### config.mk
export PLATFORM = sky130hd
export DESIGN_NAME = wopk_packer
export DESIGN_NICKNAME = d
export VERILOG_FILES = /design/src/verilog/wopk_pkg.sv /design/src/verilog/wopk_packer.sv /design/src/verilog/wopk_fifo.sv
export VERILOG_INCLUDE_DIRS = /design/src /design/src/verilog
export SDC_FILE = /design/constraint.sdc
export NUM_CORES = 2
export LEC_CHECK = 0
export ABC_AREA = 1
export ABC_CLOCK_PERIOD_IN_PS = 18700
export BUFFER_PORTS_ARGS = -buffer_cell sky130_fd_sc_hd__buf_2
export CAP_MARGIN = 20
export CELL_PAD_IN_SITES_DETAIL_PLACEMENT = 2
export CELL_PAD_IN_SITES_GLOBAL_PLACEMENT = 2
export CORE_ASPECT_RATIO = 2
export CORE_MARGIN = 8
export CORE_UTILIZATION = 42
export CTS_BUF_LIST = sky130_fd_sc_hd__clkbuf_8
export DETAILED_ROUTE_END_ITERATION = 8
export PLACE_DENSITY_LB_ADDON = 0.1
export SETUP_SLACK_MARGIN = 0.4
export SLEW_MARGIN = 20
export SYNTH_ARGS = -nofsm -noshare
export SYNTH_HDL_FRONTEND = slang
export SYNTH_SLANG_ARGS = --single-unit
export TNS_END_PERCENT = 50
### constraint.sdc
create_clock -name sys_clk_i -period 18.7 [get_ports sys_clk_i]
set_clock_uncertainty 0.15 [all_clocks]
set_input_delay 2.805 -clock sys_clk_i [delete_from_list [all_inputs] [get_ports sys_clk_i]]
set_output_delay 2.805 -clock sys_clk_i [all_outputs]
set_load 0.01 [all_outputs]
### src/verilog/wopk_map.svh
// Offsets, field positions and counts of the weight/offset structure
`ifndef WOPK_MAP_SVH
`define WOPK_MAP_SVH

// Structure geometry
`define WOPK_NUM_DW 16
`define WOPK_DW_PER_SLOT 4
`define WOPK_NUM_SLOT 4
`define WOPK_NUM_PART 4
`define WOPK_NUM_COMP 3
`define WOPK_NUM_LIST 2
`define WOPK_LAST_DW 4'hF
`define WOPK_FIRST_DW 4'h0

// Slot base dwords
`define WOPK_SLOT0_BASE 4'h0
`define WOPK_SLOT1_BASE 4'h4
`define WOPK_SLOT2_BASE 4'h8
`define WOPK_SLOT3_BASE 4'hC

// Entry position inside a slot
`define WOPK_COMP_LUMA 2'h0
`define WOPK_COMP_BLUE 2'h1
`define WOPK_COMP_RED 2'h2
`define WOPK_COMP_RSVD 2'h3

// Field layout of one dword entry
`define WOPK_DW_W 32
`define WOPK_PAIR_W 16
`define WOPK_BYTE_W 8
`define WOPK_L0_LSB 0
`define WOPK_L1_LSB 16
`define WOPK_WEIGHT_LSB 8
`define WOPK_OFFSET_LSB 0

// Values
`define WOPK_RSVD_VAL 32'h0000_0000
`define WOPK_ZERO_PAIR 16'h0000

// Output buffer
`define WOPK_FIFO_DEPTH 16

`endif

### src/verilog/wopk_pkg.sv
// Types shared by the weight/offset packer
package wopk_pkg;

  // Partitioning of the incoming macroblock
  typedef enum logic [1:0] {
    WOPK_PART_16X8 = 2'h0,
    WOPK_PART_8X16 = 2'h1,
    WOPK_PART_8X8 = 2'h2
  } wopk_part_type;

  // Sequencer states
  typedef enum logic {
    WOPK_ST_IDLE,
    WOPK_ST_EMIT
  } wopk_state_type;

endpackage : wopk_pkg

### src/verilog/wopk_packer.sv
// Packs per-macroblock weights and offsets into a 16-dword structure
//
// Summary of operation
// - Always four 8x8 slots, replicating partition values
// - 8x16: partition fills both stacked slots
// - 16x8: partition fills both side slots
// - 8x8: each slot gets its own pair
// - L0 pair low half, L1 high
// - L0 half: own, else L1, else zero
// - L1 half: own, else L0, else zero
// - Slot 0 entries at dwords 0..2
// - Slot 1 entries at dwords 4..6
// - Slot 2 entries at dwords 8..10
// - Slot 3 entries at dwords 12..14
// - Weight and offset are adjacent bytes
// - Nothing finer than 8x8 is produced
`timescale 1ns/10ps
`include "wopk_map.svh"
module wopk_packer #(
  parameter int FIFO_DEPTH = `WOPK_FIFO_DEPTH
) (
  // Clock and reset
  input wire logic sys_clk_i,
  input wire logic reset_n_i,
  // Macroblock request
  input wire logic mb_valid_i,
  output logic mb_ready_o,
  input wire logic [1:0] mb_part_i,
  input wire logic [3:0] mb_l0_used_i,
  input wire logic [3:0] mb_l1_used_i,
  input wire logic [191:0] mb_weight_i,
  input wire logic [191:0] mb_offset_i,
  // Packed dword stream
  output logic out_valid_o,
  input wire logic out_ready_i,
  output logic [31:0] out_data_o,
  output logic [3:0] out_index_o,
  output logic out_last_o,
  // Status
  output logic busy_o,
  output logic mode_err_o
);

  localparam int DW_W = `WOPK_DW_W;
  localparam int BUF_W = DW_W + 5;

  // Request capture and sequencing
  wopk_pkg::wopk_state_type state_ff;
  wopk_pkg::wopk_state_type nxt_state;
  logic [3:0] dw_cnt_ff;
  logic [3:0] nxt_dw_cnt;
  logic [DW_W-1:0] image_ff [`WOPK_NUM_DW];
  logic [DW_W-1:0] nxt_image [`WOPK_NUM_DW];
  logic busy_ff;
  logic mode_err_ff;
  logic accept;
  logic part_legal;

  // Buffer fill side
  logic buf_in_valid;
  logic buf_in_ready;
  logic [BUF_W-1:0] buf_in_data;
  logic [BUF_W-1:0] buf_out_data;
  logic emit_last;

  // Which partition covers an 8x8 slot (0 TL, 1 TR, 2 BL, 3 BR)
  function automatic logic [1:0] part_of_slot(
    input logic [1:0] part,
    input logic [1:0] slot
  );
    logic [1:0] p;
    p = slot;
    case (part)
      wopk_pkg::WOPK_PART_8X16: p = {1'b0, slot[0]};
      wopk_pkg::WOPK_PART_16X8: p = {1'b0, slot[1]};
      wopk_pkg::WOPK_PART_8X8: p = slot;
      default: p = slot;
    endcase
    return p;
  endfunction : part_of_slot

  // One weight/offset pair: weight high byte, offset low byte
  function automatic logic [15:0] pick_pair(
    input logic [191:0] weights,
    input logic [191:0] offsets,
    input logic [1:0] part,
    input logic [1:0] comp,
    input logic list
  );
    int idx;
    logic [15:0] pair;
    idx = ((int'(part) * `WOPK_NUM_COMP + int'(comp)) *
           `WOPK_NUM_LIST + int'(list)) * `WOPK_BYTE_W;
    pair = `WOPK_ZERO_PAIR;
    pair[`WOPK_WEIGHT_LSB +: `WOPK_BYTE_W] = weights[idx +: 8];
    pair[`WOPK_OFFSET_LSB +: `WOPK_BYTE_W] = offsets[idx +: 8];
    return pair;
  endfunction : pick_pair

  // Build one entry with the cross-list fallback
  function automatic logic [31:0] build_entry(
    input logic [191:0] weights,
    input logic [191:0] offsets,
    input logic [1:0] part,
    input logic [1:0] comp,
    input logic l0_used,
    input logic l1_used
  );
    logic [15:0] own0;
    logic [15:0] own1;
    logic [15:0] half0;
    logic [15:0] half1;
    logic [31:0] dw;
    own0 = pick_pair(weights, offsets, part, comp, 1'b0);
    own1 = pick_pair(weights, offsets, part, comp, 1'b1);
    if (l0_used) begin
      half0 = own0;
    end else if (l1_used) begin
      half0 = own1;
    end else begin
      half0 = `WOPK_ZERO_PAIR;
    end
    if (l1_used) begin
      half1 = own1;
    end else if (l0_used) begin
      half1 = own0;
    end else begin
      half1 = `WOPK_ZERO_PAIR;
    end
    dw = `WOPK_RSVD_VAL;
    dw[`WOPK_L0_LSB +: `WOPK_PAIR_W] = half0;
    dw[`WOPK_L1_LSB +: `WOPK_PAIR_W] = half1;
    return dw;
  endfunction : build_entry

  assign accept = mb_valid_i && (state_ff == wopk_pkg::WOPK_ST_IDLE);
  assign part_legal = (mb_part_i == wopk_pkg::WOPK_PART_16X8) ||
                      (mb_part_i == wopk_pkg::WOPK_PART_8X16) ||
                      (mb_part_i == wopk_pkg::WOPK_PART_8X8);

  // Whole structure is formed in one step, so the stream never waits
  // on arithmetic; costs sixteen dword registers.
  for (genvar g = 0; g < `WOPK_NUM_DW; g++) begin : g_dw
    localparam logic [1:0] SLOT = 2'(g / `WOPK_DW_PER_SLOT);
    localparam logic [1:0] COMP = 2'(g % `WOPK_DW_PER_SLOT);
    logic [1:0] part_idx;

    assign part_idx = part_of_slot(mb_part_i, SLOT);

    if (COMP == `WOPK_COMP_RSVD) begin : g_rsvd
      assign nxt_image[g] = `WOPK_RSVD_VAL;
    end else begin : g_entry
      // Slot base plus entry position gives dwords 0-2, 4-6, 8-10, 12-14
      assign nxt_image[g] = build_entry(
        mb_weight_i, mb_offset_i, part_idx, COMP,
        mb_l0_used_i[part_idx], mb_l1_used_i[part_idx]
      );
    end

    always_ff @(posedge sys_clk_i) begin
      if (!reset_n_i) begin
        image_ff[g] <= `WOPK_RSVD_VAL;
      end else if (accept) begin
        image_ff[g] <= nxt_image[g];
      end
    end
  end

  // Sequencer
  always_comb begin
    nxt_state = state_ff;
    nxt_dw_cnt = dw_cnt_ff;
    unique case (state_ff)
      wopk_pkg::WOPK_ST_IDLE: begin
        if (mb_valid_i) begin
          nxt_state = wopk_pkg::WOPK_ST_EMIT;
          nxt_dw_cnt = `WOPK_FIRST_DW;
        end
      end
      wopk_pkg::WOPK_ST_EMIT: begin
        if (buf_in_ready) begin
          nxt_dw_cnt = dw_cnt_ff + 4'h1;
          if (dw_cnt_ff == `WOPK_LAST_DW) begin
            nxt_state = wopk_pkg::WOPK_ST_IDLE;
            nxt_dw_cnt = `WOPK_FIRST_DW;
          end
        end
      end
    endcase
  end

  always_ff @(posedge sys_clk_i) begin
    if (!reset_n_i) begin
      state_ff <= wopk_pkg::WOPK_ST_IDLE;
    end else begin
      state_ff <= nxt_state;
    end
  end

  always_ff @(posedge sys_clk_i) begin
    if (!reset_n_i) begin
      dw_cnt_ff <= `WOPK_FIRST_DW;
    end else begin
      dw_cnt_ff <= nxt_dw_cnt;
    end
  end

  // Busy covers the emit phase only; the buffer may still hold words
  always_ff @(posedge sys_clk_i) begin
    if (!reset_n_i) begin
      busy_ff <= 1'b0;
    end else begin
      busy_ff <= (nxt_state == wopk_pkg::WOPK_ST_EMIT);
    end
  end

  // Illegal partition code is flagged and packed as 8x8
  always_ff @(posedge sys_clk_i) begin
    if (!reset_n_i) begin
      mode_err_ff <= 1'b0;
    end else if (accept) begin
      mode_err_ff <= !part_legal;
    end
  end

  // Stream into the buffer; a full buffer stalls the sequencer
  assign emit_last = (dw_cnt_ff == `WOPK_LAST_DW);
  assign buf_in_valid = (state_ff == wopk_pkg::WOPK_ST_EMIT);
  assign buf_in_data = {emit_last, dw_cnt_ff, image_ff[dw_cnt_ff]};

  wopk_fifo #(
    .WIDTH(BUF_W),
    .DEPTH(FIFO_DEPTH)
  ) u_fifo (
    .sys_clk_i(sys_clk_i),
    .reset_n_i(reset_n_i),
    .in_valid_i(buf_in_valid),
    .in_ready_o(buf_in_ready),
    .in_data_i(buf_in_data),
    .out_valid_o(out_valid_o),
    .out_ready_i(out_ready_i),
    .out_data_o(buf_out_data)
  );

  assign out_data_o = buf_out_data[DW_W-1:0];
  assign out_index_o = buf_out_data[DW_W +: 4];
  assign out_last_o = buf_out_data[BUF_W-1];
  assign mb_ready_o = (state_ff == wopk_pkg::WOPK_ST_IDLE);
  assign busy_o = busy_ff;
  assign mode_err_o = mode_err_ff;

endmodule : wopk_packer

### src/verilog/wopk_fifo.sv
// Synchronous FIFO with valid/ready on both sides
`timescale 1ns/10ps
module wopk_fifo #(
  parameter int WIDTH = 32,
  parameter int DEPTH = 16
) (
  // Clock and reset
  input wire logic sys_clk_i,
  input wire logic reset_n_i,
  // Fill side
  input wire logic in_valid_i,
  output logic in_ready_o,
  input wire logic [WIDTH-1:0] in_data_i,
  // Drain side
  output logic out_valid_o,
  input wire logic out_ready_i,
  output logic [WIDTH-1:0] out_data_o
);

  localparam int AW = (DEPTH > 1) ? $clog2(DEPTH) : 1;

  logic [WIDTH-1:0] mem_ff [DEPTH];
  logic [AW:0] wr_ptr_ff;
  logic [AW:0] rd_ptr_ff;
  logic full;
  logic empty;
  logic push;
  logic pop;

  // Extra pointer bit tells a full ring from an empty one
  assign empty = (wr_ptr_ff == rd_ptr_ff);
  assign full = (wr_ptr_ff[AW] != rd_ptr_ff[AW]) &&
                (wr_ptr_ff[AW-1:0] == rd_ptr_ff[AW-1:0]);
  assign push = in_valid_i && !full;
  assign pop = out_ready_i && !empty;

  assign in_ready_o = !full;
  assign out_valid_o = !empty;
  assign out_data_o = mem_ff[rd_ptr_ff[AW-1:0]];

  always_ff @(posedge sys_clk_i) begin
    if (push) begin
      mem_ff[wr_ptr_ff[AW-1:0]] <= in_data_i;
    end
  end

  always_ff @(posedge sys_clk_i) begin
    if (!reset_n_i) begin
      wr_ptr_ff <= '0;
    end else if (push) begin
      wr_ptr_ff <= wr_ptr_ff + 1'b1;
    end
  end

  always_ff @(posedge sys_clk_i) begin
    if (!reset_n_i) begin
      rd_ptr_ff <= '0;
    end else if (pop) begin
      rd_ptr_ff <= rd_ptr_ff + 1'b1;
    end
  end

endmodule : wopk_fifo

==> impl_metrics.tcl <==
set metrics [dict create \
    ir_drop_uv 83.8 \
    grt_pass1_vias 49800 \
    syn-cell-area_um2 49600 \
    placed_cell_area_um2 52900 \
    clkPwrFrac_pct 33.5 \
    hold_end "u_fifo.wr_ptr_ff[4]" \
    cp_slowest_stage_delay_ns 0.83 \
    cp.required_ns 15.75 \
    gp_congestion 1.05 \
    synth_fp_nets 5715 \
    fin_crit_sh_pct 40.2 \
    maxClockFrequency_mhz 133 \
    antenna_found_initial 43 \
    hold_viol_final 0 \
    async_flop_share_pct 0 \
    reg2reg_from "busy_o" \
    area_delta_synth_final_pct 12.5 \
    initial_core_util_pct 42.3 \
    fin_tns_setup_ns 0 \
    final_area_um2 55900 \
    vias_per_cell 6.36 \
    ios 439 \
    wirelength_um 267000 \
    die_w_um 259 \
    critPathBufInv 4 \
    rsz0062_at_grt "false" \
    first_pass_iters 5 \
    synthCells 5311 \
    synth.mux.area_fraction_pct 0 \
    hold_class "register to register" \
    power_density_nw_per_um2 97.5 \
    yosys.area_share.simple_pct 21.1 \
    outcome "finished, final reports clean" \
    dpl.hpwl_um 183000 \
    clk_pin_slew_ns 0.07 \
    holdWs_ns 0.376 \
    yosys_warnings 0 \
    p_seq_share_pct 48.2 \
    h-tree-depth 4 \
    synth_fa_ha_area_share_pct 0.151 \
    numCtsBuffers 149 \
    syn_avg_cell_area_um2 9.34 \
    seq_area_um2 29800 \
    ys.flop_type "edfxtp_1" \
    cp-start-kind "register" \
    timing_worst_setup_path_type "register to output pin" \
    clock_latency_ns 0.90 \
    multi_input_area_um2 17600 \
    dieHeight_um 502 \
    end_kind "output pin" \
    synth.distinct_cells 42 \
    rrSetupSlack_ns 13.92 \
    ys_ff_latch 1000 \
    synth_top_family_by_area "simple AND/OR/NAND/NOR gates" \
    path_max_fanout 81 \
    min_period_ns 7.51 \
    r2r_cells 6 \
    num-fill-cells 12700 \
    cp.arrival_ns 4.56 \
    first_iter_violations 3954 \
    drc_errors 0 \
    drv_cap 0 \
    die-area_um2 130000 \
    setup-violations-final 0 \
    tightest_slew_ns 1.26 \
    coreArea_um2 117000 \
    final_nets 5985 \
    wl_per_cell_um 36.9 \
    clkSinkCount 1000 \
    crit_chain "inv_8, buf_4, buf_4, nor2_1, nor2_1, o21ai_0, o211ai_1, o211ai_1, nand2_1, buf_2" \
    synth_xor_area_share_pct 0.141 \
    cts_hold_buf 0 \
    crit_slowest_cell "buf_4" \
    whs_path_depth 2 \
    rr_endpoint "image_ff[0][5]" \
    cts_max_path_buffers 3 \
    synth-compound-area-share_pct 13.6 \
    cell_internal_pwr_uw 3690 \
    ant_nets 0 \
    io_buffers 438 \
    grt_pass1_wl_um 371000 \
    ctsRootBufferMaster "clkbuf_8" \
    cts_tree "built" \
    power_switching_uw 1760 \
    grt_usage_pct 40.4 \
    grt_max_degree 111 \
    synth-edff-count 976 \
    cts_resized 0 \
    max_slew_margin_pct 15.6 \
    crit_family "buffers and inverters" \
    power.leakage_uw 0.0206 \
    yosysSeqAreaShare_pct 60.0 \
    postCtsSetupBuffers 0 \
    vias 46100 \
    combPwrFrac_pct 18.3 \
    p_sw_share_pct 32.3 \
    final_layout_size_suffix_gt1_share_pct 15.1 \
    hp-start "u_fifo.wr_ptr_ff[4]" \
    num_rows 178 \
    maxSlewViolCount 0 \
    grt-ovfl-total 0 \
]
per-stage QoR:
step / total power (uW) / util, % / cells / worst slack [ns]
CTS: 5440 / 47.5 / 7230 / 11.17
global route: 5600 / 47.6 / 7241 / 10.94
detailed placement: 3640 / 45.1 / 6960 / 11.62
floorplan: 3190 / - / 5311 / 6.44
finish: 5450 / 47.6 / 7252 / 11.19
global placement: 3580 / 45.1 / 6960 / 11.75
worst max path at each step:
stage / slack [ns] / endpoint / cells past startpoint
final: 11.19 / out_data_o[7] / 10
after global routing: 10.94 / out_data_o[7] / 10
after CTS: 11.17 / out_data_o[7] / 10
after detailed placement: 11.62 / image_ff[4][8] / 8
after global placement: 11.75 / image_ff[4][20] / 8
after floorplan: 6.44 / image_ff[0][0] / 2
layout make-up:
class | instances | area share [%]
diodes | 22 | 0.0986
clock buffers | 153 | 3.77
clock inverters | 117 | 1.33
inverters | 163 | 1.14
multi-input cells | 3722 | 31.5
flip-flops and latches | 1000 | 53.4
well taps | 1530 | 3.43
repair buffers | 545 | 5.41
cell families (layout without fill, tap and decap cells):
kind of cell               after synthesis  count (layout)
xor gates and xnor gates                 8               8
DFF                                   1000            1000
other                                    0              22
buffers and inverters                  589             978
adders and majority gates                6               6
AOI/OAI and AO/OA                     1187            1187
and+or+nand+nor                       2521            2521
placed cells by master, fill, tap and decap left out, drive strengths merged:
cell type	count
xor2	6
o21ai	444
diode	22
o31ai	1
o22ai	25
nand2	1146
nand4	20
edfxtp	976
nand3	554
clkinv	72
a32o	32
inv	198
nor2	729
a22o	15
nand3b	2
a21oi	472
buf	545
dfxtp	24
nor3	54
o21ba	15
or2	16
bufinv	7
clkinvlp	3
ha	6
o211ai	183
xnor2	2
clkbuf	153
sequential cells by signal, indices dropped and copies added (netlist names), named ones only:
name / flops
u_fifo.wr_ptr_ff: 5
dw_cnt_ff: 4
busy_o: 1
mode_err_o: 1
image_ff: 384
u_fifo.mem_ff: 592
u_fifo.rd_ptr_ff: 5
power groups by stage:
stage / Combinational (uW) / Clock, uW / Sequential [uW]
detailed placement: 961 / 0 / 2680
global placement: 914 / 0 / 2670
CTS: 974 / 1840 / 2630
finish: 995 / 1830 / 2630
floorplan: 531 / 0 / 2660
global route: 1050 / 1920 / 2630
tightest hold or removal path: cells and delay by family (launching register included):
family / cells / cell delay, ns
flops: 1 / 0.34
simple gates: 1 / 0.08
compound gates: 1 / 0.06
Yosys cell counts (4+ instances only):
| cell type | number | area, um^2 |
|---|---|---|
| a21oi_1 | 472 | 2360 |
| a22o_1 | 15 | 131 |
| a32o_1 | 32 | 320 |
| buf_1 | 50 | 188 |
| buf_2 | 119 | 596 |
| buf_4 | 22 | 165 |
| buf_6 | 4 | 45.0 |
| clkbuf_1 | 231 | 867 |
| dfxtp_1 | 24 | 480 |
| edfxtp_1 | 976 | 29300 |
| ha_1 | 6 | 75.1 |
| inv_1 | 147 | 552 |
| inv_2 | 11 | 41.3 |
| nand2_1 | 1144 | 4290 |
| nand3_1 | 553 | 2770 |
| nand4_1 | 20 | 125 |
| nor2_1 | 725 | 2720 |
| nor3_1 | 38 | 190 |
| nor3_2 | 16 | 160 |
| o211ai_1 | 181 | 1360 |
| o21ai_0 | 428 | 2140 |
| o21ai_1 | 14 | 70.1 |
| o21ba_2 | 14 | 140 |
| o22ai_1 | 25 | 156 |
| or2_2 | 16 | 100 |
| xor2_1 | 6 | 52.6 |
per-layer routing:
metal  part of all wire (%)  track usage [%]
met5                  0.056                0
met4                     12             39.3
met3                    7.0             8.61
met2                     49             68.6
met1                     32             40.3
Power figures use the tool's default switching activity.
